[config.mk]
export PLATFORM = sky130hd
export DESIGN_NAME = pecint_top
export DESIGN_NICKNAME = d
export VERILOG_FILES = /design/src/inc/pecint_pkg.sv /design/src/inc/pecint_det_if.sv /design/src/rtl/pecint_edge.sv /design/src/rtl/pecint_top.sv
export SDC_FILE = /design/constraint.sdc
export NUM_CORES = 1
export LEC_CHECK = 0
export ABC_AREA = 1
export BUFFER_PORTS_ARGS = -buffer_cell sky130_fd_sc_hd__buf_2
export CAP_MARGIN = 0
export CORE_ASPECT_RATIO = 0.7
export CORE_UTILIZATION = 45
export CTS_CLUSTER_DIAMETER = 60
export DETAILED_ROUTE_END_ITERATION = 7
export PLACE_DENSITY = 0.73
export SLEW_MARGIN = 40
export SYNTH_ARGS = -nofsm -noshare
export SYNTH_HDL_FRONTEND = slang
export SYNTH_SLANG_ARGS = --single-unit
export TNS_END_PERCENT = 5
[constraint.sdc]
create_clock -name pclk -period 1.8 [get_ports pclk]
set_input_delay 0.36 -clock pclk [delete_from_list [all_inputs] [get_ports pclk]]
set_output_delay 0.36 -clock pclk [all_outputs]
set_load 0.01 [all_outputs]
[src/inc/pecint_pkg.sv]
`default_nettype none
package pecint_pkg;
  localparam int PECINT_PINS = 8;
  localparam int PECINT_ADDR_W = 12;
  localparam int PECINT_DATA_W = 32;
  localparam int PECINT_STRB_W = 4;
  typedef logic [PECINT_PINS-1:0] pecint_pins_t;
  typedef logic [PECINT_ADDR_W-1:0] pecint_addr_t;
  typedef logic [PECINT_DATA_W-1:0] pecint_data_t;
  typedef logic [PECINT_STRB_W-1:0] pecint_strb_t;

  // Register byte offsets
  localparam pecint_addr_t PECINT_RISE_OFF = 12'h000;
  localparam pecint_addr_t PECINT_FALL_OFF = 12'h004;
  localparam pecint_addr_t PECINT_FLAG_OFF = 12'h008;
  localparam pecint_addr_t PECINT_CTRL_OFF = 12'h00c;

  // Reset values
  localparam pecint_pins_t PECINT_EN_RESET = 8'h00;
  localparam pecint_pins_t PECINT_FLAG_RESET = 8'h00;
  localparam logic PECINT_MASTER_RESET = 1'h0;
  localparam pecint_data_t PECINT_DATA_ZERO = 32'h0000_0000;

  // Fields of core_interrupt_control
  localparam int PECINT_CTRL_MASTER_BIT = 0;
  localparam int PECINT_CTRL_SUMMARY_BIT = 1;
  localparam int PECINT_LOW_LANE = 0;

  // Pin sampling: two sync stages plus one history stage must fill
  localparam logic [1:0] PECINT_SETTLE_CYCLES = 2'h3;
  localparam logic [1:0] PECINT_SETTLE_ZERO = 2'h0;
  localparam logic [1:0] PECINT_SETTLE_STEP = 2'h1;

  typedef enum {
    PECINT_REG_RISE,
    PECINT_REG_FALL,
    PECINT_REG_FLAG,
    PECINT_REG_CTRL,
    PECINT_REG_NONE
  } pecint_reg_t;

  function automatic pecint_reg_t pecint_decode(input pecint_addr_t addr);
    unique case (addr)
      PECINT_RISE_OFF: pecint_decode = PECINT_REG_RISE;
      PECINT_FALL_OFF: pecint_decode = PECINT_REG_FALL;
      PECINT_FLAG_OFF: pecint_decode = PECINT_REG_FLAG;
      PECINT_CTRL_OFF: pecint_decode = PECINT_REG_CTRL;
      default: pecint_decode = PECINT_REG_NONE;
    endcase
  endfunction
endpackage
`default_nettype wire

[src/inc/pecint_det_if.sv]
`timescale 1ns/1ps
`default_nettype none
interface pecint_det_if;
  import pecint_pkg::*;
  pecint_pins_t rise_en;
  pecint_pins_t fall_en;
  pecint_pins_t detect;
  modport det (input rise_en, input fall_en, output detect);
  modport ctl (output rise_en, output fall_en, input detect);
endinterface
`default_nettype wire

[src/rtl/pecint_edge.sv]
`timescale 1ns/1ps
`default_nettype none
module pecint_edge (
  // Clock and reset
  input wire logic pclk,
  input wire logic presetn,
  // Port pins
  input wire pecint_pkg::pecint_pins_t port_pin_n,
  // Enables in, detections out
  pecint_det_if.det det
);
  import pecint_pkg::*;

  pecint_pins_t sync_a, sync_b, prev;
  pecint_pins_t next_sync_a, next_sync_b, next_prev;
  logic [1:0] settle, next_settle;
  pecint_pins_t rise, fall;

  always_comb begin
    next_sync_a = port_pin_n;
    next_sync_b = sync_a;
    next_prev = sync_b;
    next_settle = (settle == PECINT_SETTLE_CYCLES) ? settle : settle + PECINT_SETTLE_STEP;
  end

  always_ff @(posedge pclk or negedge presetn) begin
    if (!presetn) begin
      sync_a <= PECINT_FLAG_RESET;
      sync_b <= PECINT_FLAG_RESET;
      prev <= PECINT_FLAG_RESET;
      settle <= PECINT_SETTLE_ZERO;
    end else begin
      sync_a <= next_sync_a;
      sync_b <= next_sync_b;
      prev <= next_prev;
      settle <= next_settle;
    end
  end

  // Until history holds real samples, a pin high at reset would look like a rise
  always_comb begin
    rise = (settle == PECINT_SETTLE_CYCLES) ? (sync_b & ~prev) : PECINT_FLAG_RESET;
    fall = (settle == PECINT_SETTLE_CYCLES) ? (~sync_b & prev) : PECINT_FLAG_RESET;
    det.detect = (rise & det.rise_en) | (fall & det.fall_en);
  end
endmodule
`default_nettype wire

[src/rtl/pecint_top.sv]
// Added by the designer: register access over APB and the register addresses.
`timescale 1ns/1ps
`default_nettype none
module pecint_top (
  // Clock and reset
  input wire logic pclk,
  input wire logic presetn,
  // APB slave
  input wire logic psel,
  input wire logic penable,
  input wire logic pwrite,
  input wire pecint_pkg::pecint_addr_t paddr,
  input wire pecint_pkg::pecint_data_t pwdata,
  input wire pecint_pkg::pecint_strb_t pstrb,
  output pecint_pkg::pecint_data_t prdata,
  output logic pready,
  output logic pslverr,
  // Port pins and core
  input wire pecint_pkg::pecint_pins_t port_pin_n,
  input wire logic sleep_state,
  output logic change_irq,
  output logic wake_request
);
  import pecint_pkg::*;

  pecint_det_if det_bus ();

  pecint_edge pecint_edge_i (
    .pclk(pclk),
    .presetn(presetn),
    .port_pin_n(port_pin_n),
    .det(det_bus.det)
  );

  pecint_pins_t rising_edge_enable, next_rising_edge_enable;
  pecint_pins_t falling_edge_enable, next_falling_edge_enable;
  pecint_pins_t pin_change_flags, next_pin_change_flags;
  logic change_irq_master_enable, next_change_irq_master_enable;
  logic change_irq_summary_flag;
  pecint_data_t next_prdata;
  logic next_pready, next_pslverr, next_change_irq, next_wake_request;
  logic setup_phase, write_commit;
  pecint_reg_t setup_reg, access_reg;

  assign det_bus.rise_en = rising_edge_enable;
  assign det_bus.fall_en = falling_edge_enable;

  // Summary is a pure function of the flags, so it can never disagree with them
  assign change_irq_summary_flag = |pin_change_flags;

  assign setup_phase = psel && !penable;
  assign setup_reg = pecint_decode(paddr);
  assign access_reg = pecint_decode(paddr);
  // Zero wait state: pready is high in every access phase, so this is the commit edge
  assign write_commit = psel && penable && pready && pwrite && pstrb[PECINT_LOW_LANE];

  // Register file
  always_comb begin
    next_rising_edge_enable = rising_edge_enable;
    next_falling_edge_enable = falling_edge_enable;
    next_change_irq_master_enable = change_irq_master_enable;
    next_pin_change_flags = pin_change_flags;
    if (write_commit) begin
      unique case (access_reg)
        PECINT_REG_RISE: next_rising_edge_enable = pwdata[PECINT_PINS-1:0];
        PECINT_REG_FALL: next_falling_edge_enable = pwdata[PECINT_PINS-1:0];
        PECINT_REG_FLAG: next_pin_change_flags = pwdata[PECINT_PINS-1:0];
        PECINT_REG_CTRL:
          next_change_irq_master_enable = pwdata[PECINT_CTRL_MASTER_BIT];
        PECINT_REG_NONE: next_pin_change_flags = pin_change_flags;
      endcase
    end
    // Set wins over any written value; detection ignores the master enable
    next_pin_change_flags = next_pin_change_flags | det_bus.detect;
  end

  always_ff @(posedge pclk or negedge presetn) begin
    if (!presetn) begin
      rising_edge_enable <= PECINT_EN_RESET;
      falling_edge_enable <= PECINT_EN_RESET;
      pin_change_flags <= PECINT_FLAG_RESET;
      change_irq_master_enable <= PECINT_MASTER_RESET;
    end else begin
      rising_edge_enable <= next_rising_edge_enable;
      falling_edge_enable <= next_falling_edge_enable;
      pin_change_flags <= next_pin_change_flags;
      change_irq_master_enable <= next_change_irq_master_enable;
    end
  end

  // Bus answer, prepared in the setup phase
  always_comb begin
    next_pready = setup_phase;
    next_pslverr = setup_phase && (setup_reg == PECINT_REG_NONE);
    next_prdata = PECINT_DATA_ZERO;
    if (setup_phase && !pwrite) begin
      unique case (setup_reg)
        PECINT_REG_RISE: next_prdata[PECINT_PINS-1:0] = rising_edge_enable;
        PECINT_REG_FALL: next_prdata[PECINT_PINS-1:0] = falling_edge_enable;
        PECINT_REG_FLAG: next_prdata[PECINT_PINS-1:0] = pin_change_flags;
        PECINT_REG_CTRL: begin
          next_prdata[PECINT_CTRL_MASTER_BIT] = change_irq_master_enable;
          next_prdata[PECINT_CTRL_SUMMARY_BIT] = change_irq_summary_flag;
        end
        PECINT_REG_NONE: next_prdata = PECINT_DATA_ZERO;
      endcase
    end
  end

  // Request and wake follow the flags register in the same edge, so a woken core
  // always finds the flag already recorded.
  always_comb begin
    next_change_irq = (|next_pin_change_flags) && next_change_irq_master_enable;
    next_wake_request = next_change_irq && sleep_state;
  end

  always_ff @(posedge pclk or negedge presetn) begin
    if (!presetn) begin
      prdata <= PECINT_DATA_ZERO;
      pready <= 1'b0;
      pslverr <= 1'b0;
      change_irq <= 1'b0;
      wake_request <= 1'b0;
    end else begin
      prdata <= next_prdata;
      pready <= next_pready;
      pslverr <= next_pslverr;
      change_irq <= next_change_irq;
      wake_request <= next_wake_request;
    end
  end
endmodule
`default_nettype wire

; ---- After elaboration in Yosys (flattened, before gate mapping)
; Index checks and enable logic that the tools add are counted.
[op_classes]
add_sub_neg = 1
eq_ne = 9
muxes = 10
n_bitwise = 8
reduce_logical = 17
[op_table]
columns = cell, n
row1 = $eq A32 B2 Y1 const B, 2
row2 = $mux W8, 5
row3 = $and A8 B8 Y8, 4
row4 = $eq A32 B1 Y1 const B, 1
row5 = $eq A32 B3 Y1 const B, 1
row6 = $eq A32 B4 Y1 const B, 1
row7 = $logic_not A32 Y1, 1
row8 = $eq A12 B4 Y1 const B, 2
row9 = $pmux W6 S3, 1
row10 = $not A8 Y8, 2
row11 = $or A8 B8 Y8, 2
row12 = $reduce_or A8 Y1, 2
row13 = $eq A12 B3 Y1 const B, 1
row14 = $logic_not A12 Y1, 1
row15 = $pmux W3 S4, 1
row16 = $pmux W2 S5, 1
row17 = $logic_and A1 B1 Y1, 9
row18 = $reduce_and A2 Y1, 2
row19 = $add A2 B1 Y2 const B, 1
row20 = $eq A2 B2 Y1 const B, 1
row21 = $logic_not A1 Y1, 2
row22 = $mux W1, 2
[word_totals]
regBits = 87
in_bits = 62
output_inout_bits = 36

; ---- Depth between registers and ports, before layout
; Gate-level depths: netlist of run 1.
[logic_depth]
ltp_word = 9
mapped_depth = 13

; ---- Modules after synthesis
; Synthesis of run 1 repeated with hierarchy kept, for this count alone.
[unflattened]
hier_cells = 328
area_unflattened_um2 = 2936.6
[modules_own_cells]
columns = mod, instances, cells_each, area_per_inst_um2, seq_area_each_um2
row1 = pecint_top, 1, 255, 2035.7, 925.9
row2 = pecint_edge, 1, 73, 900.9, 650.6

; ---- Least setup slack after synthesis of run 1
; Ideal clock, no wire load.
[synth_path]
path_kind = in2reg
start = input port paddr[11]
end = register rising_edge_enable[6], in the netlist det_bus.rise_en[6]
setup_ns = 0.118
arrival_time_ns = 1.476
required_ns = 1.682
path_slack_ns = 0.206
stages = 11
n_path_buf = 1
cell_sequence = nor2_1 -> nand2_1 -> nor2_4 -> nand2_2 -> nor2_1 -> nand2_2 -> inv_2 -> nand2_2 -> buf_4 -> nand2_1 -> o21ai_2
[synth_between]
elab_chain_cells = 4
[synth_lines]
columns = item, line_no
row1 = start: declaration, pecint_top.sv:12  ; input wire pecint_pkg::pecint_addr_t paddr,
row2 = $eq A12 B4 Y1 (tied with other cells), pecint_pkg.sv:43  ; unique case (addr)
row3 = $pmux W3 S4 *, pecint_pkg.sv:43
row4 = $logic_not A32 Y1 *, pecint_top.sv:64  ; unique case (access_reg)
row5 = $reduce_and A2 Y1 (no line) *, -
row6 = end signal: assignment, pecint_top.sv:84  ; rising_edge_enable <= next_rising_edge_enable;
row7 = end: declaration, pecint_top.sv:35  ; pecint_pins_t rising_edge_enable, next_rising_edge_enable;
; Every way passes the cells marked *; elsewhere a longest branch is shown, timed or not.
; A chain may end at the register's enable or synchronous reset.

; ---- Final worst setup path of run 1
[layout_path]
start = register pecint_edge_i.settle[0]
end = register change_irq
[layout_between]
elab_chain_cells = 7
[layout_lines]
columns = item, line_no
row1 = start: declaration, pecint_edge.sv:16  ; logic [1:0] settle, next_settle;
row2 = start signal: assignment, pecint_edge.sv:36  ; settle <= next_settle;
row3 = $eq A2 B2 Y1 *, "pecint_edge.sv:42, pecint_edge.sv:43"
row4 = $mux W8 (on tied branches), "pecint_edge.sv:42, pecint_edge.sv:43"
row5 = $and A8 B8 Y8, pecint_edge.sv:44  ; det.detect = (rise & det.rise_en) | (fall & det.fall_en);
row6 = $or A8 B8 Y8 *, pecint_edge.sv:44
row7 = $or A8 B8 Y8 *, pecint_top.sv:74  ; next_pin_change_flags = next_pin_change_flags | det_bus.detect;
row8 = $reduce_or A8 Y1 *, pecint_top.sv:113  ; next_change_irq = (|next_pin_change_flags) && next_change_irq_master_enable;
row9 = $logic_and A1 B1 Y1 *, pecint_top.sv:113
row10 = via next_change_irq, pecint_top.sv:41  ; logic next_pready, next_pslverr, next_change_irq, next_wake_request;
row11 = end signal: assignment, pecint_top.sv:128  ; change_irq <= next_change_irq;
row12 = end: declaration, pecint_top.sv:21  ; output logic change_irq,
; Mark *: on every way through the listed nets, which the timed path passes. The rest lies on a longest branch.

==> results of run 1 <==
[Yosys cell counts (2+ instances only)]
master     n  area (um^2)
dfrtp_1   63         1577
o21ai_1    8        40.04
o21ai_2    8        70.07
nand3b_1   3        22.52
nor2_1    28        105.1
nand2_2    5        31.28
buf_2      2        10.01
nor4_1     2        12.51
nor2_4     3        33.78
o21bai_1   5        37.54
inv_2      2        7.510
nand2_1   60        225.2
nand4_1    3        18.77
a21oi_1    8        40.04
o21ai_0   11        55.05
nor3_1     3        15.01
nand3_1   17        85.08
buf_4     25        187.7
inv_1     42        157.7
clkbuf_1   2        7.510
a41oi_1    2        17.52
[layout by cell type (no fill, tap or decap)]
| cell type | count |
|---|---|
| a41oi_1 | 2 |
| xnor2_1 | 1 |
| o21ai_2 | 8 |
| o21ai_1 | 8 |
| a21oi_1 | 8 |
| nor4_1 | 2 |
| o21ai_0 | 11 |
| nand3_1 | 17 |
| buf_2 | 46 |
| clkbuf_1 | 2 |
| conb_1 | 24 |
| buf_12 | 2 |
| clkinv_2 | 1 |
| nand4_1 | 3 |
| ha_2 | 1 |
| a31o_2 | 1 |
| clkbuf_8 | 11 |
| nor2_1 | 28 |
| mux2_2 | 1 |
| nand3_4 | 1 |
| nand3b_1 | 3 |
| buf_4 | 15 |
| inv_1 | 42 |
| nand2_2 | 5 |
| nor2_4 | 3 |
| o21bai_1 | 5 |
| nor3_1 | 3 |
| nor3_4 | 1 |
| dlygate4sd3_1 | 1 |
| inv_2 | 2 |
| dfrtp_1 | 63 |
| nand2_1 | 60 |
[power groups by stage]
stage               logic (mW)  registers (mW)  clock network [mW]
global placement         0.157            1.48                   0
floorplan                0.108            1.48                   0
finish                   0.159            1.46                1.05
global route             0.183            1.46                1.16
CTS                      0.162            1.46                1.08
detailed placement       0.160            1.49                   0
[stage by stage]
step / hold WS (ns) / power, mW / cells / utilization [%] / instance area, um^2
2_1_floorplan: 0.06441 / 1.592 / 333 / - / 2933
3_3_place_gp: 0.2648 / 1.641 / 441 / 54.13 / 3193
3_5_place_dp: 0.2682 / 1.646 / 441 / 54.13 / 3193
4_1_cts: 0.1063 / 2.706 / 456 / 57.07 / 3367
5_1_grt: 0.1003 / 2.802 / 456 / 57.12 / 3369
6_report: 0.1278 / 2.666 / 456 / 57.12 / 3369
[area by class of cell]
class | instances | area (um^2) | share of cell area [%]
well taps | 75 | 93.84 | 2.785
multi-input cells | 196 | 977.2 | 29.00
inverters | 44 | 165.2 | 4.902
clock inverters | 1 | 5.005 | 0.1485
flip-flops and latches | 63 | 1577 | 46.79
clock buffers | 13 | 158.9 | 4.716
repair buffers | 64 | 392.9 | 11.66
[worst max-delay path: cells and delay by family (launching register included)]
kind | cells | cell delay [ns]
adder cells (fa/ha/maj) | 1 | 0.30
buffers and inverters | 1 | 0.04
flip-flops | 1 | 0.40
AND/OR/NAND/NOR | 7 | 0.69
[layer usage]
metal | track usage, % | wire [um] | vias to the layer above
li1 | - | - | 1067
met1 | 23.56 | 2517 | 1001
met2 | 28.35 | 2396 | 72
met3 | 6.855 | 381 | 10
met4 | 6.716 | 79 | 0
met5 | 0 | 0 | -
[sequential cells by signal, indices dropped and copies added, names as in the netlist]
signal and flops:
det_bus.fall_en 8, det_bus.rise_en 8, pecint_edge_i.next_prev 8, pecint_edge_i.next_sync_b 8, pecint_edge_i.prev 8, pin_change_flags 8, prdata 8, pecint_edge_i.settle 2
change_irq 1, change_irq_master_enable 1, pready 1, pslverr 1, wake_request 1
[logic make-up (layout without fill, tap and decap cells)]
family,after synthesis,count (layout)
simple gates,126,126
buf+inv,74,122
flops,63,63
compound gates,43,43
fa+ha+maj,1,1
other cells,1,24
xor+xnor,1,1
mux,1,1
[path summary, 6_finish.rpt]
path / start / end / slack, ns / cells past startpoint
max: pecint_edge_i.settle[0]$_DFFE_PN0P_ / change_irq$_DFF_PN0_ / 0.27 / 9
min: port_pin_n[4] / pecint_edge_i.next_sync_b[4]$_DFF_PN0_ / 0.13 / 1
max reg2reg: pecint_edge_i.settle[0]$_DFFE_PN0P_ / change_irq$_DFF_PN0_ / 0.27 / 9
min reg2reg: pecint_edge_i.next_sync_b[1]$_DFF_PN0_ / pecint_edge_i.next_prev[1]$_DFF_PN0_ / 0.35 / 0
max in group asynchronous: presetn / det_bus.rise_en[2]$_DFFE_PN0P_ / 0.79 / 3
min in group asynchronous: presetn / prdata[6]$_DFF_PN0_ / 0.44 / 2
[timing repair]
item	CTS	global route
endpoints found under the hold margin	12	0
hold buffers	1	0
endpoints found under the setup margin	0	2
gates resized for setup	0	1
==> summary.txt, run 1 <==
Placement
  – PortBufs: 46
  – Dpl ws: 0.06208 ns
  – GPL Wtd Cong: 0.8012
  – DPL Wire Length: 3936 um

Setup path
  – Cell mode on critical path: nand2_1
  – Worst-path maximum fanout: 10
  – CP Capture Type: flop
  – Worst Path Required: 2.03 ns
  – Cell chain of the critical path: ha_2 > nand3b_1 > nand2_1 > nor2_1 > nand2_1 > nor2_1 > nand2_1 > nand2_1 > inv_1
  – CP peak stage delay: 0.40 ns
  – Crit path arrival time: ~1.8 ns
  – Setup crit start kind: flop
  – Worst path slowest cell: dfrtp_1
  – Kind of critical path: flop to flop

Global route
  – Vias in the first global route: 1,993
  – Largest net degree at the start of global routing: 52
  – Global route total overflow: 0
  – First-pass GRT wire length: between 8000 and 9000 um
  – Overall global routing resource usage: a little under a fifth
  – Initial antenna violation count: 0

Timing
  – RSZ-0062 raised after global routing: false
  – Tmin final: roughly 1.5 ns
  – # setup viols final: 0
  – Clk_skew: between 0.004 and 0.005 ns
  – Post-route setup slack: 0.2727 ns
  – Final Max Slew Viols: 0
  – Period utilization: a little over four fifths
  – Fmax: 0.6548 GHz
  – Hold Vio Cnt, Final: 0
  – TNS Setup: 0 ns

Power
  – Internal power: 2.061 mW
  – Switching Share: 22.71%
  – Reg power frac: 54.8%
  – PD cells: 791.3 nW/um^2
  – Maximum vdd drop: between 0.4 and 0.5 mV
  – Leak pwr: 1.671 nW
  – Psw: about 610 uW
  – Clock power share: between 30% and 40%
  – Combinational Power Share: 5.9%

Run
  – MaxCap Viol Count: 0

Floorplan
  – Chip height: about 69 um
  – Die X: 97.06 um
  – Top Ports: 98
  – Initial core utilization: between 40% and 50%
  – Die Area: 6652 um^2
  – Row count: 23
  – Core ar.: slightly below 6000 um^2

Cells and area
  – Fin nets: 441
  – Fill cells: 532
  – Antenna diode count: 0
  – Synthesis-to-layout area growth: 18.37%
  – Layout cells sized above 1: 25.72%

Synthesis
  – Compound-Gate Fraction of Synth Area: 9.451%
  – Syn Area/Cell: 9.182 um^2
  – Synthesized cell area: approximately 2800 um^2
  – Seq cells post-synth: 63
  – Sequential area share after synthesis: a little under three fifths
  – Simple-Gate Fraction of Synth Area: 20.48%
  – Top_reg_cell synth: dfrtp_1
  – Synth Area in Adders: 0.4396%
  – Portion of netlist area occupied by mux cells: less than 1%
  – Xor/xnor cell area share of the yosys netlist: 0.3077%
  – Post-synth EDFFs: 0
  – Yosys synthesis warning count: 0
  – Post-synth cell types: 29
  – FFs w/ async S/R, synth: between 90% and 100%
  – Cells after Synth: just over 300
  – Main combinational cell family by area after synthesis: simple AND/OR/NAND/NOR gates

Clock tree
  – Root Buffer: clkbuf_8
  – CTS clk-pin slew, worst paths: 0.06 ns
  – Clock sink count: 63
  – CTS H-tree depth: 3
  – Skew-Pair Late Insertion Delay: 0.33 ns
  – Postcts setup bufs: 0
  – CTS tree: yes
  – Clk buf depth: 2
  – Total clock buffers created by CTS: 9

Detailed routing
  – Total Routed Length: 5374 um
  – WL per Instance: 11.79 um
  – DR iter-0 viols: 110
  – Drt first pass iters: 4
  – Routed vias/inst: 4.715
  – Via Count: 2,150
  – Drc violations: 0
  – Final ANT Viol Nets: 0

Min path
  – Worst min-delay path category: input pin to flop

Status
  – Outcome: finished, final reports clean
No activity file was read; power rests on OpenSTA's default activity.
==> run 2, diff against run 1 <==
clock period = 1.5 ns   (was 1.8 ns; I/O delays follow)
==> summary.txt, run 2 (synthesis results as in run 1) <==
Global route
  – Vias in the first global route: 2,074 (+4.1%)
  – Initial antenna violation count: 0 (unchanged)
  – Overall global routing resource usage: 19.14% (+0.96 points)
  – Largest net degree at the start of global routing: 36 (-31%)
  – First-pass GRT wire length: 9404 um (+5.2%)
  – Global route total overflow: 0 (unchanged)

Setup path
  – Setup crit start kind: flop
  – CP Capture Type: flop
  – Crit path arrival time: 1.77 ns (+0.02 ns)
  – Worst Path Required: 1.74 ns (-0.29 ns)
  – Worst-path maximum fanout: 6 (-4)
  – Kind of critical path: flop to flop

Cells and area
  – Layout cells sized above 1: 31.66% (+5.9 points)
  – Synthesis-to-layout area growth: 24.13%
  – Antenna diode count: 0 (unchanged)
  – Fill cells: 534 (+0.38%)
  – Commonest non-fill, non-tap cells in the layout: dfrtp_1 (63), nand2_1 (59), buf_2 (46)
  – Commonest non-fill, non-tap cell in the layout: dfrtp_1
  – Fin nets: 456 (+3.4%)

Power
  – Internal power: 2.465 mW (+20%)
  – Switching Share: 24.86% (+2.1 points)
  – Psw: 815.4 uW (+35%)
  – Total power: 3.280 mW (+23%)
  – PD cells: 928.3 nW/um^2 (+17%)
  – Maximum vdd drop: 0.5502 mV (+10%)
  – Leak pwr: 1.739 nW (+4.1%)
  – Combinational Power Share: 6.6% (+0.7 points)
  – Clock power share: 40.1% (+0.8 points)
  – Reg power frac: 53.4% (-1.4 points)

Timing
  – Tmin final: 1.530 ns (+0.002399 ns)
  – Clk_skew: 0.009671 ns (+0.005253 ns)
  – # setup viols final: 2 (+2)
  – TNS Setup: -0.05902 ns (-0.05902 ns)
  – RSZ-0062 raised after global routing: true
  – Period utilization: 102.0% (+17 points)
  – Hold Vio Cnt, Final: 0 (unchanged)
  – Post-route setup slack: -0.02968 ns (-0.3024 ns)
  – Final Max Slew Viols: 0 (unchanged)
  – Fmax: 0.6537 GHz (-0.16%)

Placement
  – PortBufs: 46 (unchanged)
  – DPL Wire Length: 4322 um (+9.8%)
  – GPL Wtd Cong: 0.8715 (+8.8%)

Clock tree
  – CTS tree: yes
  – Clk buf depth: 2 (unchanged)
  – Total clock buffers created by CTS: 9 (unchanged)
  – CTS clk-pin slew, worst paths: 0.07 ns (about the same)
  – CTS H-tree depth: 3 (unchanged)
  – Root Buffer: clkbuf_8
  – Clock sink count: 63 (unchanged)
  – Skew-Pair Late Insertion Delay: 0.34 ns (about the same)

Run
  – MaxCap Viol Count: 0 (unchanged)

Detailed routing
  – Via Count: 2,242 (+4.3%)
  – Total Routed Length: 5976 um (+11%)
  – WL per Instance: 12.63 um (+7.2%)
  – Final ANT Viol Nets: 0 (unchanged)
  – Routed vias/inst: 4.740 (+0.53%)
  – DR iter-0 viols: 143 (+30%)
  – Drt first pass iters: 4 (unchanged)
  – Drc violations: 0 (unchanged)

Floorplan
  – Die Area: 6652 um^2 (unchanged)
  – Top Ports: 98 (unchanged)
  – Die X: 97.06 um (unchanged)
  – Chip height: 68.54 um (unchanged)
  – Row count: 23 (unchanged)
  – Core ar.: 5899 um^2 (unchanged)
  – Initial core utilization: 48.25% (unchanged)

Status
  – Outcome: finished with violations
  – Failing checks: setup timing

Min path
  – Worst min-delay path category: input pin to flop
-- run 2: cell count changes in the layout (fill, tap and decap cells not counted), sizes merged --
cell      change
buf          +14
clkbuf        -3
clkinvlp      +2
inv           +2
clkinv        +1
nand3         +1
-- run 2: power groups by stage --
stage | sequential, mW | combinational (mW) | clock [mW]
2_1_floorplan | 1.78 | 0.129 | 0
3_3_place_gp | 1.78 | 0.206 | 0
3_5_place_dp | 1.78 | 0.211 | 0
4_1_cts | 1.75 | 0.214 | 1.36
5_1_grt | 1.75 | 0.245 | 1.42
6_report | 1.75 | 0.215 | 1.31
-- run 2: what timing repair did --
action	in CTS	in global routing
pin swaps	1	3
gates resized for setup	1	11
setup buffers	0	0
hold buffers	1	0
setup endpoints to repair	2	3
hold endpoints to repair	14	0
gates cloned	0	1
-- run 2: area by class of cell --
| cell class | instances | area (um^2) | area share [%] |
|---|---|---|---|
| clock buffers | 10 | 137.6 | 3.895 |
| clock inverters | 6 | 42.54 | 1.204 |
| inverters | 44 | 165.2 | 4.674 |
| multi-input cells | 197 | 1020 | 28.86 |
| flip-flops and latches | 63 | 1577 | 44.62 |
| well taps | 75 | 93.84 | 2.656 |
| repair buffers | 78 | 498.0 | 14.09 |
-- run 2: stage by stage --
step                      utilization, %  instance area, um^2  setup WS [ns]  cells  hold WS, ns
after floorplan                        -                 2937       -0.02275    333     0.004409
after global placement             55.91                 3298        -0.1988    455       0.2356
after detailed placement           55.91                 3298        -0.2379    455       0.2456
after CTS                          59.17                 3491       -0.03926    472      0.03913
after global routing               59.89                 3533        -0.1898    473      0.03545
final                              59.89                 3533       -0.02968    473      0.06112
-- run 2: layer usage --
| metal | GRT usage [%] | share of wire (%) | wire, um |
|---|---|---|---|
| met1 | 24.13 | 47 | 2820 |
| met2 | 30.90 | 46 | 2723 |
| met3 | 6.855 | 5.8 | 344 |
| met4 | 7.463 | 1.5 | 88 |
| met5 | 0 | 0 | 0 |
-- run 2: worst paths after layout --
| check | start | endpoint | slack, ns | cells after the start |
|---|---|---|---|---|
| max in group asynchronous | presetn | pecint_edge_i.next_prev[2]$_DFF_PN0_ | 0.57 | 3 |
| setup reg to reg | pready$_DFF_PN0_ | wake_request$_DFF_PN0_ | -0.03 | 11 |
| min in group asynchronous | presetn | change_irq$_DFF_PN0_ | 0.41 | 2 |
| setup / recovery | pready$_DFF_PN0_ | wake_request$_DFF_PN0_ | -0.03 | 11 |
| hold reg to reg | pecint_edge_i.next_sync_b[1]$_DFF_PN0_ | pecint_edge_i.next_prev[1]$_DFF_PN0_ | 0.35 | 0 |
| hold / removal | port_pin_n[0] | pecint_edge_i.next_sync_b[0]$_DFF_PN0_ | 0.06 | 1 |
-- run 2: critical path, stage by stage, from the launching register on --
cell and delay, ns:
dfrtp_1 0.35, nand3_2 0.10, nor2_4 0.21, nand3_4 0.14, nand2_1 0.09, nand2_1 0.05, nor2_1 0.14, nand2_1 0.07
nor2_1 0.10, nand2_1 0.07, nand2_1 0.07, nor2_1 0.04
==> run 3, diff against run 2 <==
CORE_MARGIN = 10   (was default)
==> summary.txt, run 3 (synthesis results as in run 1) <==
Status
  – Outcome: finished with violations
  – Failing checks: setup timing

Power
  – PD cells: 900.0 nW/um^2 (-3.1%)
  – Total power: 3.185 mW (-2.9%)
  – Leak pwr: 1.729 nW (-0.57%)
  – Maximum vdd drop: 0.6439 mV (+17%)

Clock tree
  – Postcts setup bufs: 0 (unchanged)
  – Clock sink count: 63 (unchanged)
  – Total clock buffers created by CTS: 9 (unchanged)
  – Skew-Pair Late Insertion Delay: 0.34 ns (about the same)
  – Root Buffer: clkbuf_8
  – CTS H-tree depth: 3 (unchanged)
  – CTS tree: yes
  – CTS clk-pin slew, worst paths: 0.07 ns (about the same)
  – Clk buf depth: 2 (unchanged)

Placement
  – GPL Wtd Cong: 0.8379 (-3.9%)
  – Post-DP Area: 3294 um^2 (-0.11%)
  – DPL Wire Length: 4753 um (+10%)
  – PortBufs: 46 (unchanged)
  – Dpl ws: -0.2497 ns (-0.01179 ns)

Timing
  – Period utilization: 100.6% (-1.3 points)
  – Fmax: 0.6625 GHz (+1.3%)
  – Hold Vio Cnt, Final: 0 (unchanged)
  – RSZ-0062 raised after global routing: true
  – # setup viols final: 2 (unchanged)
  – Post-route setup slack: -0.009453 ns (+0.02023 ns)
  – Clk_skew: 0.005874 ns (-0.003797 ns)
  – Tmin final: 1.509 ns (-0.02023 ns)
  – Final Max Slew Viols: 0 (unchanged)

Min path
  – Hold Startpoint: port_pin_n[7]
  – Worst min-delay path category: input pin to flop

Cells and area
  – Antenna diode count: 0 (unchanged)
  – Commonest non-fill, non-tap cell in the layout: dfrtp_1
  – Multi-input logic area: 1045 um^2 (+2.5%)
  – Layout cells sized above 1: 32.75% (+1.1 points)
  – Synthesis-to-layout area growth: 24.31%
  – Register Area: 1577 um^2 (unchanged)
  – Fin area: 3538 um^2 (+0.14%)
  – Fin nets: 455 (-0.22%)
  – Fill cells: 550 (+3.0%)
  – Commonest non-fill, non-tap cells in the layout: dfrtp_1 (63), nand2_1 (56), buf_2 (46)

Setup path
  – Worst Path Required: 1.73 ns (about the same)
  – Worst path slowest cell: dfrtp_1
  – Critical R2R Launch: pready$_DFF_PN0_
  – CP Capture Type: flop
  – WP buf/inv: 1 (+1)
  – Worst-path maximum fanout: 6 (unchanged)
  – Kind of critical path: flop to flop
  – Cell mode on critical path: nand2_2
  – CP peak stage delay: 0.35 ns (about the same)
  – Cell chain of the critical path: nand3_2 > nor2_4 > nand3_4 > nand2_2 > nand2_2 > nor2_4 > nand2_1 > nor2_1 > nand2_1 > nand2_2 > inv_1
  – Cell family with most CP delay: simple AND/OR/NAND/NOR gates
  – Crit path arrival time: 1.74 ns (-0.03 ns)
  – CP Launch Point: pready$_DFF_PN0_
  – Setup crit start kind: flop

Detailed routing
  – Total Routed Length: 6302 um (+5.5%)
  – WL per Instance: 13.27 um (+5.0%)
  – Drc violations: 0 (unchanged)
  – Drt first pass iters: 4 (unchanged)
  – Final ANT Viol Nets: 0 (unchanged)
  – DR iter-0 viols: 84 (-41%)
  – Routed vias/inst: 4.615 (-2.6%)
  – Via Count: 2,192 (-2.2%)

Global route
  – Largest net degree at the start of global routing: 64 (+78%)
  – Global route total overflow: 0 (unchanged)
  – First-pass GRT wire length: 10,520 um (+12%)
  – Initial antenna violation count: 0 (unchanged)
  – Vias in the first global route: 2,222 (+7.1%)
  – Overall global routing resource usage: 13.33% (-5.8 points)

Floorplan
  – Initial core utilization: 46.02% (-2.2 points)
  – Row count: 24 (+4.3%)
  – Chip height: 86.54 um (+26%)
  – Core ar.: 6186 um^2 (+4.9%)
  – Die X: 115.1 um (+19%)
  – Top Ports: 98 (unchanged)
  – Die Area: 9957 um^2 (+50%)

Run
  – MaxCap Viol Count: 0 (unchanged)
## run 3: cell count changes in the layout (fill, tap and decap cells not counted), sizes merged
cell,delta
clkinv,+3
buf,-1
clkbuf,-1
inv,-2
## run 3: cell type report
| class | count | share of cell area, % |
|---|---|---|
| Sequential cell | 63 | 44.55 |
| Multi-Input combinational cell | 197 | 29.53 |
| Timing Repair Buffer | 77 | 13.86 |
| Inverter | 44 | 4.668 |
| Clock buffer | 9 | 3.501 |
| Tap cell | 78 | 2.758 |
| Clock inverter | 7 | 1.132 |
## run 3: stage by stage
| step | util, % | instances | hold slack (ns) | TNS (ns) |
|---|---|---|---|---|
| 4_1_cts | 56.72 | 475 | 0.04367 | -0.05436 |
| 2_1_floorplan | - | 333 | 0.004409 | -0.05188 |
| 5_1_grt | 57.20 | 475 | 0.03280 | -0.2941 |
| 6_report | 57.20 | 475 | 0.06284 | -0.01297 |
| 3_5_place_dp | 53.26 | 457 | 0.3330 | -3.662 |
| 3_3_place_gp | 53.26 | 457 | 0.3322 | -2.647 |
## run 3: path summary, 6_finish.rpt
| path | to | slack, ns | cells after the start |
|---|---|---|---|
| worst max-delay path | change_irq$_DFF_PN0_ | -0.009 | 11 |
| worst max register to register | change_irq$_DFF_PN0_ | -0.009 | 11 |
| min in group asynchronous | prdata[7]$_DFF_PN0_ | 0.49 | 3 |
| worst min register to register | pecint_edge_i.next_prev[3]$_DFF_PN0_ | 0.35 | 0 |
| worst min-delay path | pecint_edge_i.next_sync_b[7]$_DFF_PN0_ | 0.06 | 1 |
| max in group asynchronous | pin_change_flags[0]$_DFF_PN0_ | 0.73 | 3 |
## run 3: power breakdown
part           switching [mW]  internal (mW)  leakage, nW
clock                   0.636          0.582       0.0846
sequential             0.0158           1.74        0.758
combinational           0.135         0.0799        0.887
## run 3: per-layer routing
layer  track usage [%]  wire length (um)  vias to the layer above
met4             3.700                56                        0
met1             16.21              2774                     1014
li1                  -                 -                     1098
met2             20.31              2902                       73
met3             6.901               569                        7
met5                 0                 0                        -
## run 3: repair_timing
item                                    CTS  global route
endpoints found under the setup margin    2             5
cloned                                    1             0
hold buffers                              1             0
resized for setup                         9             9
hold endpoints to repair                 63             0
pin swaps                                 7            12
## run 3: worst register-to-register path, stage by stage (launching register included)
cell and delay [ns]:
dfrtp_1 0.35, nand3_2 0.08, nor2_4 0.19, nand3_4 0.15
nand2_2 0.11, nand2_2 0.06, nor2_4 0.11, nand2_1 0.06
nor2_1 0.10, nand2_1 0.08, nand2_2 0.08, inv_1 0.04
